==> config.mk <==
export PLATFORM = sky130hd
export DESIGN_NAME = serial_diag_transmitter
export DESIGN_NICKNAME = d
export VERILOG_FILES = /design/src/inc/diag_pkg.sv /design/src/logic/diag_packet_shifter.sv /design/src/logic/serial_diag_transmitter.sv
export SDC_FILE = /design/constraint.sdc
export NUM_CORES = 1
export LEC_CHECK = 0
export ABC_AREA = 1
export BUFFER_PORTS_ARGS = -buffer_cell sky130_fd_sc_hd__buf_4
export CAP_MARGIN = 25
export CORE_MARGIN = 1
export CORE_UTILIZATION = 59
export CTS_BUF_LIST = sky130_fd_sc_hd__clkbuf_4
export DETAILED_ROUTE_END_ITERATION = 8
export PLACE_DENSITY_LB_ADDON = 0.15
export SLEW_MARGIN = 20
export SYNTH_ARGS = -nofsm -noshare
export SYNTH_HDL_FRONTEND = slang
export SYNTH_SLANG_ARGS = --single-unit
==> constraint.sdc <==
create_clock -name clock_i -period 3.4 [get_ports clock_i]
set_clock_uncertainty 0.2 [all_clocks]
set_input_delay 0.51 -clock clock_i [delete_from_list [all_inputs] [get_ports clock_i]]
set_output_delay 0.51 -clock clock_i [all_outputs]
set_load 0.005 [all_outputs]
==> src/inc/diag_pkg.sv <==
// shared constants and types of the serial diagnostic transmitter
package diag_pkg;

  // =====================================================================
  // register map (byte addresses)
  localparam logic [31:0] KEY_OPEN_ADDR  = 32'hFFFF0880;
  localparam logic [31:0] CTRL_ADDR      = 32'hFFFF0884;
  localparam logic [31:0] KEY_CLOSE_ADDR = 32'hFFFF0888;
  localparam logic [31:0] DAT0_ADDR      = 32'hFFFF088C;
  localparam logic [31:0] DAT1_ADDR      = 32'hFFFF0890;
  localparam logic [31:0] DAT2_ADDR      = 32'hFFFF0894;

  // =====================================================================
  // key tokens and reset values
  localparam logic [15:0] KEY_OPEN_VALUE  = 16'h0007;
  localparam logic [15:0] KEY_CLOSE_VALUE = 16'h00B9;
  localparam logic [15:0] DATA_RESET      = 16'h0000;
  localparam logic [31:0] READ_ZERO       = 32'h00000000;

  // =====================================================================
  // packet shape
  localparam int unsigned DATA_BITS  = 8;
  localparam logic [3:0]  FRAME_BITS = 4'hC;
  localparam logic [3:0]  LAST_BIT   = 4'h0;
  localparam logic [1:0]  STOP_BITS  = 2'h3;
  localparam logic        START_BIT  = 1'b0;
  localparam logic        IDLE_LEVEL = 1'b1;
  localparam logic [2:0]  COUNT_MAX  = 3'h5;
  localparam int unsigned DATA_REGS  = 3;

  // =====================================================================
  // control register layout, bit 8 downward
  typedef struct packed {
    logic [3:0] state;
    logic [2:0] count;
    logic       reset;
    logic       enable;
  } ctrl_t;

  localparam ctrl_t CTRL_RESET = '0;

  // one byte handed to the packet shifter
  typedef struct packed {
    logic                 load;
    logic [DATA_BITS-1:0] data;
  } tx_cmd_t;

endpackage

==> src/logic/diag_packet_shifter.sv <==
// packet shifter: one byte out as a twelve-bit packet, one bit per baud tick
`timescale 1ns/1ps
module diag_packet_shifter (
  input  wire logic              clock_i,
  input  wire logic              rstn_i,
  input  wire logic              kill_i,
  input  wire diag_pkg::tx_cmd_t cmd_i,
  input  wire logic              tick_i,
  output logic                   line_o,
  output logic                   busy_o,
  output logic                   done_o
);

  logic [11:0] frame_reg;
  logic [3:0]  left_reg;
  logic        line_reg;
  logic        busy_reg;
  logic        done_reg;

  // =====================================================================
  // shift register
  always_ff @(posedge clock_i or negedge rstn_i) begin
    if (!rstn_i) begin
      frame_reg <= '0;
      left_reg  <= '0;
      line_reg  <= diag_pkg::IDLE_LEVEL;
      busy_reg  <= 1'b0;
      done_reg  <= 1'b0;
    end else begin
      done_reg <= 1'b0;
      if (kill_i) begin
        busy_reg <= 1'b0;
        line_reg <= diag_pkg::IDLE_LEVEL;
      end else if (cmd_i.load) begin
        // stop, stop, even parity, data lsb first, start
        frame_reg <= {1'b0, diag_pkg::STOP_BITS, ^cmd_i.data, cmd_i.data};
        line_reg  <= diag_pkg::START_BIT;
        left_reg  <= diag_pkg::FRAME_BITS - 4'h1;
        busy_reg  <= 1'b1;
      end else if (busy_reg && tick_i) begin
        if (left_reg == diag_pkg::LAST_BIT) begin
          busy_reg <= 1'b0;
          done_reg <= 1'b1;
          line_reg <= diag_pkg::IDLE_LEVEL;
        end else begin
          line_reg  <= frame_reg[0];
          frame_reg <= {1'b0, frame_reg[11:1]};
          left_reg  <= left_reg - 4'h1;
        end
      end
    end
  end

  assign line_o = line_reg;
  assign busy_o = busy_reg;
  assign done_o = done_reg;

  // =====================================================================
  // checks
  bit_per_tick_a: assert property (@(posedge clock_i) disable iff (!rstn_i)
    busy_reg && !tick_i && !kill_i && !cmd_i.load |=> $stable(line_reg))
    else $error("line moved without a baud tick");

  idle_high_a: assert property (@(posedge clock_i) disable iff (!rstn_i)
    !busy_reg |-> line_reg == diag_pkg::IDLE_LEVEL)
    else $error("line not at stop level while idle");

  start_low_a: assert property (@(posedge clock_i) disable iff (!rstn_i)
    cmd_i.load && !kill_i |=> line_reg == diag_pkg::START_BIT && left_reg == diag_pkg::FRAME_BITS - 4'h1)
    else $error("packet did not open with start bit");

endmodule

==> src/logic/serial_diag_transmitter.sv <==
// serial diagnostic transmitter: APB registers, key-protected control, byte sequencer
//
// Chosen here: the APB slave port.
`timescale 1ns/1ps

module serial_diag_transmitter (
  input  wire logic        clock_i,
  input  wire logic        rstn_i,
  input  wire logic        psel_i,
  input  wire logic        penable_i,
  input  wire logic        pwrite_i,
  input  wire logic [31:0] paddr_i,
  input  wire logic [31:0] pwdata_i,
  input  wire logic        baud_tick_i,
  output logic      [31:0] prdata_o,
  output logic             pready_o,
  output logic             pslverr_o,
  output logic             diag_tx_o
);

  // =====================================================================
  // declarations
  logic                  pready_reg;
  logic                  pslverr_reg;
  logic [31:0]           prdata_reg;
  logic                  armed_reg;
  logic                  pending_reg;
  diag_pkg::ctrl_t       pend_reg;
  diag_pkg::ctrl_t       ctrl_reg;
  logic [15:0]           data_reg [diag_pkg::DATA_REGS];
  logic                  busy_reg;
  logic [2:0]            idx_reg;
  diag_pkg::tx_cmd_t     cmd_reg;
  logic                  shift_busy;
  logic                  frame_done;
  logic                  shift_line;
  logic                  access;
  logic                  bus_wr;
  logic                  commit;
  logic                  tx_kill;
  logic                  start;
  logic                  last_done;
  logic [3:0]            state_field;
  diag_pkg::ctrl_t       pend_next;

  // =====================================================================
  // decode helpers
  function automatic logic addr_mapped(input logic [31:0] a);
    return a == diag_pkg::KEY_OPEN_ADDR || a == diag_pkg::CTRL_ADDR ||
           a == diag_pkg::KEY_CLOSE_ADDR || a == diag_pkg::DAT0_ADDR ||
           a == diag_pkg::DAT1_ADDR || a == diag_pkg::DAT2_ADDR;
  endfunction

  function automatic logic [1:0] data_index(input logic [31:0] a);
    unique case (a)
      diag_pkg::DAT1_ADDR: return 2'h1;
      diag_pkg::DAT2_ADDR: return 2'h2;
      default:             return 2'h0;
    endcase
  endfunction

  function automatic logic is_data(input logic [31:0] a);
    return a == diag_pkg::DAT0_ADDR || a == diag_pkg::DAT1_ADDR || a == diag_pkg::DAT2_ADDR;
  endfunction

  // byte n (0..5): register n/2, earlier byte in the low half
  function automatic logic [7:0] byte_of(input logic [2:0] n, input logic [15:0] w0,
                                         input logic [15:0] w1, input logic [15:0] w2);
    logic [15:0] w;
    w = w0;
    unique case (n[2:1])
      2'h1:    w = w1;
      2'h2:    w = w2;
      default: w = w0;
    endcase
    return n[0] ? w[15:8] : w[7:0];
  endfunction

  // =====================================================================
  // apb slave: one wait state, then pready for one cycle
  assign access = psel_i && penable_i && !pready_reg;
  assign bus_wr = psel_i && penable_i && pready_reg && pwrite_i;

  assign state_field = busy_reg ? {1'b0, idx_reg + 3'h1} : 4'h0;

  always_ff @(posedge clock_i or negedge rstn_i) begin
    if (!rstn_i) begin
      pready_reg  <= 1'b0;
      pslverr_reg <= 1'b0;
      prdata_reg  <= diag_pkg::READ_ZERO;
    end else begin
      pready_reg  <= access;
      pslverr_reg <= access && !addr_mapped(paddr_i);
      prdata_reg  <= diag_pkg::READ_ZERO;
      if (access && !pwrite_i) begin
        if (paddr_i == diag_pkg::CTRL_ADDR) begin
          prdata_reg <= {23'h0, state_field, ctrl_reg.count, 1'b0, ctrl_reg.enable};
        end else if (is_data(paddr_i)) begin
          prdata_reg <= {16'h0, data_reg[data_index(paddr_i)]};
        end
        // keys and unmapped addresses read as zero
      end
    end
  end

  assign prdata_o  = prdata_reg;
  assign pready_o  = pready_reg;
  assign pslverr_o = pslverr_reg;

  // =====================================================================
  // unlock sequence: every completed write moves it along, reads do not
  assign commit = bus_wr && pending_reg && paddr_i == diag_pkg::KEY_CLOSE_ADDR &&
                  pwdata_i[15:0] == diag_pkg::KEY_CLOSE_VALUE;
  assign tx_kill = commit && pend_reg.reset;

  always_comb begin
    pend_next       = pwdata_i[8:0];
    pend_next.state = 4'h0;
  end

  always_ff @(posedge clock_i or negedge rstn_i) begin
    if (!rstn_i) begin
      armed_reg   <= 1'b0;
      pending_reg <= 1'b0;
      pend_reg    <= diag_pkg::CTRL_RESET;
    end else if (bus_wr) begin
      // only a correct opening key arms the next write
      armed_reg   <= paddr_i == diag_pkg::KEY_OPEN_ADDR &&
                     pwdata_i[15:0] == diag_pkg::KEY_OPEN_VALUE;
      // an unarmed control write leaves nothing pending
      pending_reg <= paddr_i == diag_pkg::CTRL_ADDR && armed_reg;
      if (paddr_i == diag_pkg::CTRL_ADDR) begin
        pend_reg <= pend_next;
      end
    end
  end

  // =====================================================================
  // control register
  always_ff @(posedge clock_i or negedge rstn_i) begin
    if (!rstn_i) begin
      ctrl_reg <= diag_pkg::CTRL_RESET;
    end else if (tx_kill) begin
      ctrl_reg <= diag_pkg::CTRL_RESET;
    end else if (commit) begin
      ctrl_reg <= pend_reg;
    end else if (last_done) begin
      ctrl_reg.enable <= 1'b0;
    end
  end

  // =====================================================================
  // data registers, written freely
  always_ff @(posedge clock_i or negedge rstn_i) begin
    if (!rstn_i) begin
      for (int i = 0; i < diag_pkg::DATA_REGS; i++) begin
        data_reg[i] <= diag_pkg::DATA_RESET;
      end
    end else if (bus_wr && is_data(paddr_i)) begin
      data_reg[data_index(paddr_i)] <= pwdata_i[15:0];
    end
  end

  // =====================================================================
  // byte sequencer
  // count codes 110 and 111 are clamped to six bytes rather than left undefined
  assign start     = ctrl_reg.enable && !busy_reg && !shift_busy && !commit;
  assign last_done = busy_reg && frame_done && !tx_kill &&
                     (idx_reg == ctrl_reg.count || idx_reg == diag_pkg::COUNT_MAX);

  always_ff @(posedge clock_i or negedge rstn_i) begin
    if (!rstn_i) begin
      busy_reg <= 1'b0;
      idx_reg  <= 3'h0;
      cmd_reg  <= '0;
    end else begin
      cmd_reg.load <= 1'b0;
      if (tx_kill) begin
        busy_reg <= 1'b0;
        idx_reg  <= 3'h0;
      end else if (start) begin
        busy_reg     <= 1'b1;
        idx_reg      <= 3'h0;
        cmd_reg.load <= 1'b1;
        cmd_reg.data <= byte_of(3'h0, data_reg[0], data_reg[1], data_reg[2]);
      end else if (last_done) begin
        busy_reg <= 1'b0;
        idx_reg  <= 3'h0;
      end else if (busy_reg && frame_done) begin
        idx_reg      <= idx_reg + 3'h1;
        cmd_reg.load <= 1'b1;
        cmd_reg.data <= byte_of(idx_reg + 3'h1, data_reg[0], data_reg[1], data_reg[2]);
      end
    end
  end

  // =====================================================================
  // packet shifter and pin
  diag_packet_shifter shifter (
    .clock_i (clock_i),
    .rstn_i  (rstn_i),
    .kill_i  (tx_kill),
    .cmd_i   (cmd_reg),
    .tick_i  (baud_tick_i),
    .line_o  (shift_line),
    .busy_o  (shift_busy),
    .done_o  (frame_done)
  );

  assign diag_tx_o = shift_line;

  // =====================================================================
  // checks
  unarmed_write_drop_a: assert property (@(posedge clock_i) disable iff (!rstn_i)
    bus_wr && paddr_i == diag_pkg::CTRL_ADDR && !armed_reg |=> !pending_reg)
    else $error("unarmed control write was kept");

  open_key_arms_a: assert property (@(posedge clock_i) disable iff (!rstn_i)
    bus_wr && paddr_i == diag_pkg::KEY_OPEN_ADDR && pwdata_i[15:0] == diag_pkg::KEY_OPEN_VALUE
    |=> armed_reg)
    else $error("opening key did not arm");

  bad_close_drop_a: assert property (@(posedge clock_i) disable iff (!rstn_i)
    pending_reg && bus_wr && !commit |=> $stable(ctrl_reg.count) && !pending_reg)
    else $error("control changed without closing key");

  close_commit_a: assert property (@(posedge clock_i) disable iff (!rstn_i)
    commit && !pend_reg.reset |=> ctrl_reg.count == $past(pend_reg.count))
    else $error("valid sequence did not update control");

  key_read_zero_a: assert property (@(posedge clock_i) disable iff (!rstn_i)
    access && !pwrite_i && (paddr_i == diag_pkg::KEY_OPEN_ADDR || paddr_i == diag_pkg::KEY_CLOSE_ADDR)
    |=> prdata_reg == diag_pkg::READ_ZERO && pready_reg)
    else $error("key register read back nonzero");

  soft_reset_a: assert property (@(posedge clock_i) disable iff (!rstn_i)
    tx_kill |=> ctrl_reg == diag_pkg::CTRL_RESET && !busy_reg ##1 !shift_busy)
    else $error("reset bit did not clear transmitter");

  state_busy_a: assert property (@(posedge clock_i) disable iff (!rstn_i)
    access && !pwrite_i && paddr_i == diag_pkg::CTRL_ADDR |=> (prdata_reg[8:5] != 4'h0) == $past(busy_reg))
    else $error("state field does not follow transmission");

  first_byte_a: assert property (@(posedge clock_i) disable iff (!rstn_i)
    start |=> cmd_reg.load && cmd_reg.data == $past(data_reg[0][7:0]))
    else $error("first packet not low byte of first data register");

  count_limit_a: assert property (@(posedge clock_i) disable iff (!rstn_i)
    busy_reg |-> idx_reg <= diag_pkg::COUNT_MAX)
    else $error("more than six bytes in one transmission");

  end_idle_a: assert property (@(posedge clock_i) disable iff (!rstn_i)
    last_done && !commit |=> !busy_reg && !ctrl_reg.enable ##1 !busy_reg)
    else $error("transmitter did not stop after last byte");

  // =====================================================================
  // bus, register and sequencer checks
  ready_pulse_a: assert property (@(posedge clock_i) disable iff (!rstn_i)
    pready_reg |=> !pready_reg)
    else $error("ready held longer than one cycle");

  unmapped_error_a: assert property (@(posedge clock_i) disable iff (!rstn_i)
    access && !addr_mapped(paddr_i) |=> pslverr_reg && pready_reg)
    else $error("unmapped access gave no error");

  mapped_clean_a: assert property (@(posedge clock_i) disable iff (!rstn_i)
    access && addr_mapped(paddr_i) |=> !pslverr_reg)
    else $error("mapped access gave an error");

  error_with_ready_a: assert property (@(posedge clock_i) disable iff (!rstn_i)
    pslverr_reg |-> pready_reg)
    else $error("error flag without ready");

  unmapped_write_a: assert property (@(posedge clock_i) disable iff (!rstn_i)
    bus_wr && !addr_mapped(paddr_i) |=> $stable(data_reg[0]) && $stable(data_reg[1]) && $stable(data_reg[2]))
    else $error("unmapped write changed a data register");

  first_word_write_a: assert property (@(posedge clock_i) disable iff (!rstn_i)
    bus_wr && paddr_i == diag_pkg::DAT0_ADDR |=> data_reg[0] == $past(pwdata_i[15:0]))
    else $error("first data register not written");

  last_word_write_a: assert property (@(posedge clock_i) disable iff (!rstn_i)
    bus_wr && paddr_i == diag_pkg::DAT2_ADDR |=> data_reg[2] == $past(pwdata_i[15:0]))
    else $error("third data register not written");

  first_word_read_a: assert property (@(posedge clock_i) disable iff (!rstn_i)
    access && !pwrite_i && paddr_i == diag_pkg::DAT0_ADDR |=> prdata_reg == {16'h0, $past(data_reg[0])})
    else $error("first data register read back wrong");

  ctrl_reserved_a: assert property (@(posedge clock_i) disable iff (!rstn_i)
    access && !pwrite_i && paddr_i == diag_pkg::CTRL_ADDR |=> prdata_reg[31:9] == 23'h0 && prdata_reg[1] == 1'b0)
    else $error("control read shows reset or reserved bits");

  count_read_a: assert property (@(posedge clock_i) disable iff (!rstn_i)
    access && !pwrite_i && paddr_i == diag_pkg::CTRL_ADDR |=> prdata_reg[4:2] == $past(ctrl_reg.count))
    else $error("byte count read back wrong");

  second_byte_a: assert property (@(posedge clock_i) disable iff (!rstn_i)
    busy_reg && frame_done && !last_done && !tx_kill && idx_reg == 3'h0
    |=> cmd_reg.load && cmd_reg.data == $past(data_reg[0][15:8]))
    else $error("second packet not high byte of first data register");

  third_byte_a: assert property (@(posedge clock_i) disable iff (!rstn_i)
    busy_reg && frame_done && !last_done && !tx_kill && idx_reg == 3'h1
    |=> cmd_reg.load && cmd_reg.data == $past(data_reg[1][7:0]))
    else $error("third packet not low byte of second data register");

  sixth_byte_a: assert property (@(posedge clock_i) disable iff (!rstn_i)
    busy_reg && frame_done && !last_done && !tx_kill && idx_reg == 3'h4
    |=> cmd_reg.load && cmd_reg.data == $past(data_reg[2][15:8]))
    else $error("sixth packet not high byte of third data register");

  no_restart_a: assert property (@(posedge clock_i) disable iff (!rstn_i)
    !ctrl_reg.enable && !busy_reg |=> !busy_reg)
    else $error("transmission began without enable");

  commit_starts_a: assert property (@(posedge clock_i) disable iff (!rstn_i)
    commit && pend_reg.enable && !pend_reg.reset && !busy_reg && !shift_busy |=> start)
    else $error("enabled commit did not start a transmission");

  kill_quiet_a: assert property (@(posedge clock_i) disable iff (!rstn_i)
    tx_kill |=> diag_tx_o == diag_pkg::IDLE_LEVEL)
    else $error("pin not idle after transmitter reset");

  packet_gap_a: assert property (@(posedge clock_i) disable iff (!rstn_i)
    frame_done |-> diag_tx_o == diag_pkg::IDLE_LEVEL)
    else $error("pin not at stop level after a packet");

endmodule

==> metrics.txt, run 1 <==
status=finished, final reports clean; RePlAce Congestion=0.8888; pin count of the biggest net entering global routing=60; initial antenna violation count=0; WL final=15260 um; top cells by area, synth=dfrtp_1 (44%), nand2_1 (17%), inv_1 (5.3%); Post-synth top cells=nand2_1 (274), dfrtp_1 (107), inv_1 (87), nor2_1 (49), nand3_1 (42); Largest register FFs=48; iteration-0 DRC count of the detailed router=459; Yosys cell types=42; Critical Path Fanout Max=9; P&R area growth vs syn=12.48%; Post-Synthesis Cells=between 800 and 900; leakage=3.471 nW; count leader, synth=nand2_1; flops & latches, synth=roughly 110; DRC viols=0; setup TNS=0 ns; Max Fclk=between 300 and 400 MHz; via count=5561; total CTS buffers=9; drt first pass iters=6; Final Critical Period=2.761 ns; R2R Path Start=idx_reg[0]$_DFFE_PN0P_; # Max-Cap Violations=0; first-pass GRT wire length=26120 um; footprint of the multi-input gates=approximately 2800 sq um; Pwr per Cell Area=373.3 nW/um^2; design area=6879 sq um; delay-heaviest family, CP=adder cells; TritonCTS clock tree=built; Die Area=10780 sq um; worst skew pair latency=0.47 ns; WP depth=13; CP max-delay cell=dfrtp_1; # fillers=862; post-synth top area share=43.78%; placed cells=1001; # setup viols final=0; Routed WL per cell=~15 um; reg-to-reg endpoint=cmd_reg[6]$_DFFE_PN0P_; Ant. Diodes=0; Placement Cell Area=between 6000 and 7000 sq um; Startpoint Class=register; Worst Setup EP=cmd_reg[6]$_DFFE_PN0P_; Setup crit end kind=register; R2R Setup Slk=approximately 0.64 ns; Syn. warnings=0; critical path cell sequence=buf_4 > ha_1 > ha_1 > clkinv_1 > o22ai_1 > nand2_1 > nand3_1 > nand2_1 > nor2_1 > nand2_1 > nand2_1 > nand2_1 > nand2_1; total track usage=30.46%; maximum buffer depth of the clock tree=2; IO Port Bufs=slightly above 70; # rows=36; Async SR Flop Fraction=100.0%; unrepaired setup endpoints after global routing=no; gr ovfl total=0; DPL Wire Length=11280 um; EDFF count, synth=0; clock slew at reported path FFs=0.14 ns; top_reg_cell synth=dfrtp_1; Slew Limit Fails=0; r2r worst-path depth=13; Arr. time, crit path=2.98 ns; final core occ=69.42%; CTS H-tree depth=3; largest area contributor in the netlist=dfrtp_1; Die Ht=103.8 um; Final Hold Fails=0; Tightest Hold Check Type=in2reg; most used cell, CP=nand2_1; syn_area_per_cell=7.495 sq um; VDD IR-drop max=between 0.0002 and 0.0003 V; post-route ant nets=0; Setup CP Type=reg2reg; Layout Cells excl Fill=1017; Vias/cell=5.468; layout cells sized above 1=14.82%; floorplan die width=103.8 um; sequential share of the synthesized area=44.21%; Root Buffer Master=clkbuf_4; max incr delay on CP=about 0.41 ns; crit path launch=idx_reg[0]$_DFFE_PN0P_; nets=~960; initial core utilization=61.72%; CTS Sinks=108; number of global-route vias before repair=5405; Post-Syn Area=slightly above 6000 sq um; CTS resizes=0; Top Ports=about 110; Crit path buffers/inverters=2; Worst EP required=3.62 ns; Core Area=9910 sq um; register area=2704 sq um; Slew headroom=54.54%; crit share post-route=between 80% and 90%; worst slew pin tran=approximately 0.68 ns
[tightest hold or removal path, stage by stage]
cell and delay, ns:
buf_4 0.09, nand2_1 0.05, nand2_1 0.04
[layout by cell type (no fill, tap or decap), drive strengths merged, types with 3 or more instances in the layout]
cell type  netlist  routed
nand2          279     279
buf             36      85
xnor2           10      10
nand4           43      43
dfrtp          107     107
nor2            57      57
clkbuf          12      13
a22o             6       6
a21oi           29      29
ha               6       6
mux2i            7       7
o22ai           19      19
nand3           44      44
xor2             3       3
inv             94      94
conb             1      16
o21ai           49      49
[how the worst min path moves through the flow]
| stage | from | cells past startpoint | end |
|---|---|---|---|
| floorplan | rstn_i | 0 | armed_reg$_DFFE_PN0P_ |
| global placement | data_reg[47]$_DFFE_PN0P_ | 2 | data_reg[47]$_DFFE_PN0P_ |
| detailed placement | data_reg[47]$_DFFE_PN0P_ | 2 | data_reg[47]$_DFFE_PN0P_ |
| CTS | pwdata_i[6] | 3 | data_reg[22]$_DFFE_PN0P_ |
| global route | pwdata_i[10] | 3 | data_reg[26]$_DFFE_PN0P_ |
| finish | pwdata_i[6] | 3 | data_reg[22]$_DFFE_PN0P_ |
[stage by stage]
stage          hold WS, ns  setup slack [ns]  power [mW]
2_1_floorplan      0.01441            0.8632       1.718
3_3_place_gp        0.2567            0.6922       1.839
3_5_place_dp        0.2592            0.6690       1.872
4_1_cts            0.03667            0.6617       2.581
5_1_grt            0.03440            0.3454       2.700
6_report           0.05104            0.6393       2.568
[cell families (layout without fill, tap and decap cells)]
logic type | after synthesis | after routing | synth area share (%)
muxes | 7 | 7 | 1.146
DFF | 108 | 108 | 44.21
other | 1 | 16 | 0.06132
xor gates and xnor gates | 13 | 13 | 1.862
AOI/OAI and AO/OA | 107 | 107 | 9.881
buffers and inverters | 144 | 197 | 10.43
adders and majority gates | 6 | 6 | 1.227
and+or+nand+nor | 430 | 430 | 31.18
[report_power, final]
part	leakage, nW	internal (mW)	switching, mW
combinational	1.90	0.171	0.243
clock	0.0881	0.329	0.390
sequential	1.48	1.38	0.0541
total	3.47	1.88	0.687
[metal layers]
layer  wire length [um]  vias up  GRT usage [%]
met4                202        0          7.551
met2               7382      184          49.71
met1               6655     2625          41.33
met5                  0        -              0
li1                   -     2731              -
met3               1017       21          6.734
[timing repair]
item / CTS / global route
endpoints found under the hold margin: 49 / 0
hold buffers: 1 / 0
buffers inserted: 0 / 0
[area by class of cell]
| type | instances | area share (%) |
|---|---|---|
| clock buffer | 13 | 1.419 |
| tap | 133 | 2.419 |
| inverter | 96 | 5.238 |
| timing repair buffer | 86 | 9.603 |
| sequential | 108 | 39.31 |
| clock inverter | 2 | 0.8730 |
| multi-input combinational | 579 | 41.14 |
(Power assumes the default switching activity.)
==> run 2, diff against run 1 <==
Clock period 3.4 ns to 2.7 ns, I/O delays scaled along.
==> run 2 against run 1 <==
First-iteration DRC count grew 37%. Register-to-register slack lost 0.44 ns. Die area unchanged. Via count up 3.3%. Non-clock buffer count rose by 25. Wire length rose by 3.4%. Combinational power increased by 36%. Clock power is 26% higher. Utilization grew 3.0 points. Final cell count grew 2.9%. Sequential share of layout area shrank 1.6 points. Power rose by 28%.
==> metrics.txt, run 2 (synthesized netlist as in run 1, its figures left out) <==
footprint of the multi-input gates=~2900 sq um; CTS Sinks=108; DRC viols=0; clock slew at reported path FFs=0.14 ns; reg-to-reg endpoint=cmd_reg[6]$_DFFE_PN0P_; Setup CP Type=in2reg; VDD IR-drop max=0.0003782 V; # rows=36; Final Power=3.275 mW; critical hold path startpoint=baud_tick_i; Largest register FFs=48; sw frac=between 20% and 30%; WHS=between 0.05 and 0.06 ns; sw power=0.9186 mW; RePlAce Congestion=between 0.8 and 0.9; P&R area growth vs syn=17.37%; Reg power frac=between 50% and 60%; number of global-route vias before repair=5538; maximum buffer depth of the clock tree=2; Endpoint, Worst Hold=shifter.done_o$_DFF_PN0_; Core Area=just under 10000 sq um; total CTS buffers=9; Logic pwr share=17.1%; floorplan die width=103.8 um; Placement Cell Area=6769 sq um; first-pass GRT wire length=~27000 um; R2R Setup Slk=0.20 ns; DPL Wire Length=11430 um; leakage=3.574 nW; TritonCTS clock tree=built; Max Fclk=395.2 MHz; Final Critical Period=~2.5 ns; Vias/cell=5.492; placed cells=~1000; initial core utilization=61.72%; IO Port Bufs=72; via count=roughly 5700; drt first pass iters=5; # fillers=808; gr ovfl total=0; status=finished, final reports clean; Die Ht=between 100 and 150 um; most common cell after layout, fill and taps aside=nand2_1; Tightest Hold Check Type=in2reg; setup TNS=0 ns; crit share post-route=a little over nine tenths; iteration-0 DRC count of the detailed router=roughly 630; Die Area=10780 sq um; initial antenna violation count=0; Final Hold Fails=0; Setup crit end kind=register; total track usage=31.15%; Root Buffer Master=clkbuf_4; Routed WL per cell=15.08 um; crit path launch=penable_i; Startpoint Class=primary input; worst skew pair latency=0.48 ns; Critical Path Fanout Max=8; # setup viols final=0; design area=7178 sq um; WL final=~16000 um; unrepaired setup endpoints after global routing=no; Pwr per Cell Area=456.3 nW/um^2; clock power share=about 28%; Worst EP required=2.92 ns; Top Ports=about 110; layout cells sized above 1=16.01%; # Max-Cap Violations=0; nets=983; Slew Limit Fails=0; Internal=2.357 mW; Layout Cells excl Fill=~1000; hold depth=5; pin count of the biggest net entering global routing=54; CTS H-tree depth=3; post-route ant nets=0; Arr. time, crit path=2.75 ns; register area=2705 sq um; R2R Path Start=idx_reg[0]$_DFFE_PN0P_; r2r worst-path depth=13; most frequent cells in the layout=nand2_1 (274), dfrtp_1 (106), buf_4 (89)
==> run 2: metal layers <==
metal | vias up | GRT usage [%] | wire [um] | part of all wire (%)
met5 | - | 0 | 0 | 0
met4 | 0 | 10.10 | 402 | 2.5
met3 | 47 | 5.853 | 1229 | 7.8
met2 | 236 | 50.43 | 7389 | 47
met1 | 2681 | 42.35 | 6756 | 43
li1 | 2781 | - | - | -
==> run 2: cell type report <==
class / count / area share [%]
Timing Repair inverter: 2 / 0.1743
Inverter: 96 / 5.177
Antenna cell: 1 / 0.03486
Multi-Input combinational cell: 579 / 39.74
Sequential cell: 108 / 37.69
Tap cell: 133 / 2.318
Clock inverter: 7 / 1.255
Timing Repair Buffer: 111 / 12.67
Clock buffer: 9 / 0.9413
==> run 2: worst max-delay path by stage <==
stage               cells after the start  slack [ns]                endpoint
floorplan                              13        0.16  cmd_reg[7]$_DFFE_PN0P_
global placement                       12        0.10  cmd_reg[7]$_DFFE_PN0P_
detailed placement                     12        0.09  cmd_reg[7]$_DFFE_PN0P_
CTS                                    13        0.05  cmd_reg[6]$_DFFE_PN0P_
global route                           13        0.03  cmd_reg[3]$_DFFE_PN0P_
finish                                 11        0.17  cmd_reg[2]$_DFFE_PN0P_
==> run 2: power groups by stage <==
stage	logic [mW]	clock network, mW	registers [mW]
2_1_floorplan	0.346	0	1.82
3_3_place_gp	0.500	0	1.83
3_5_place_dp	0.536	0	1.84
4_1_cts	0.563	0.909	1.81
5_1_grt	0.639	0.976	1.82
6_report	0.561	0.907	1.81
==> run 2: metrics by stage <==
| stage | setup slack [ns] | utilization [%] |
|---|---|---|
| finish | 0.1695 | 72.44 |
| global route | 0.02513 | 72.41 |
| CTS | 0.04525 | 71.82 |
| detailed placement | 0.08678 | 68.31 |
| global placement | 0.1008 | 68.31 |
| floorplan | 0.1632 | - |
==> run 2: worst max-delay path: stages <==
cell and delay [ns]:
dlygate4sd3_1 0.54, buf_4 0.11, nand4_1 0.24, nor2_1 0.17
nand2_1 0.07, nor2_1 0.26, nand3_1 0.30, buf_4 0.26
nand2_1 0.22, nand2_1 0.09, nand2_1 0.08
==> run 2: timing repair <==
item,CTS,global route
resized for setup,0,10
buffers inserted,0,1
hold endpoints to repair,60,0
hold buffers,19,0
endpoints found under the setup margin,0,8
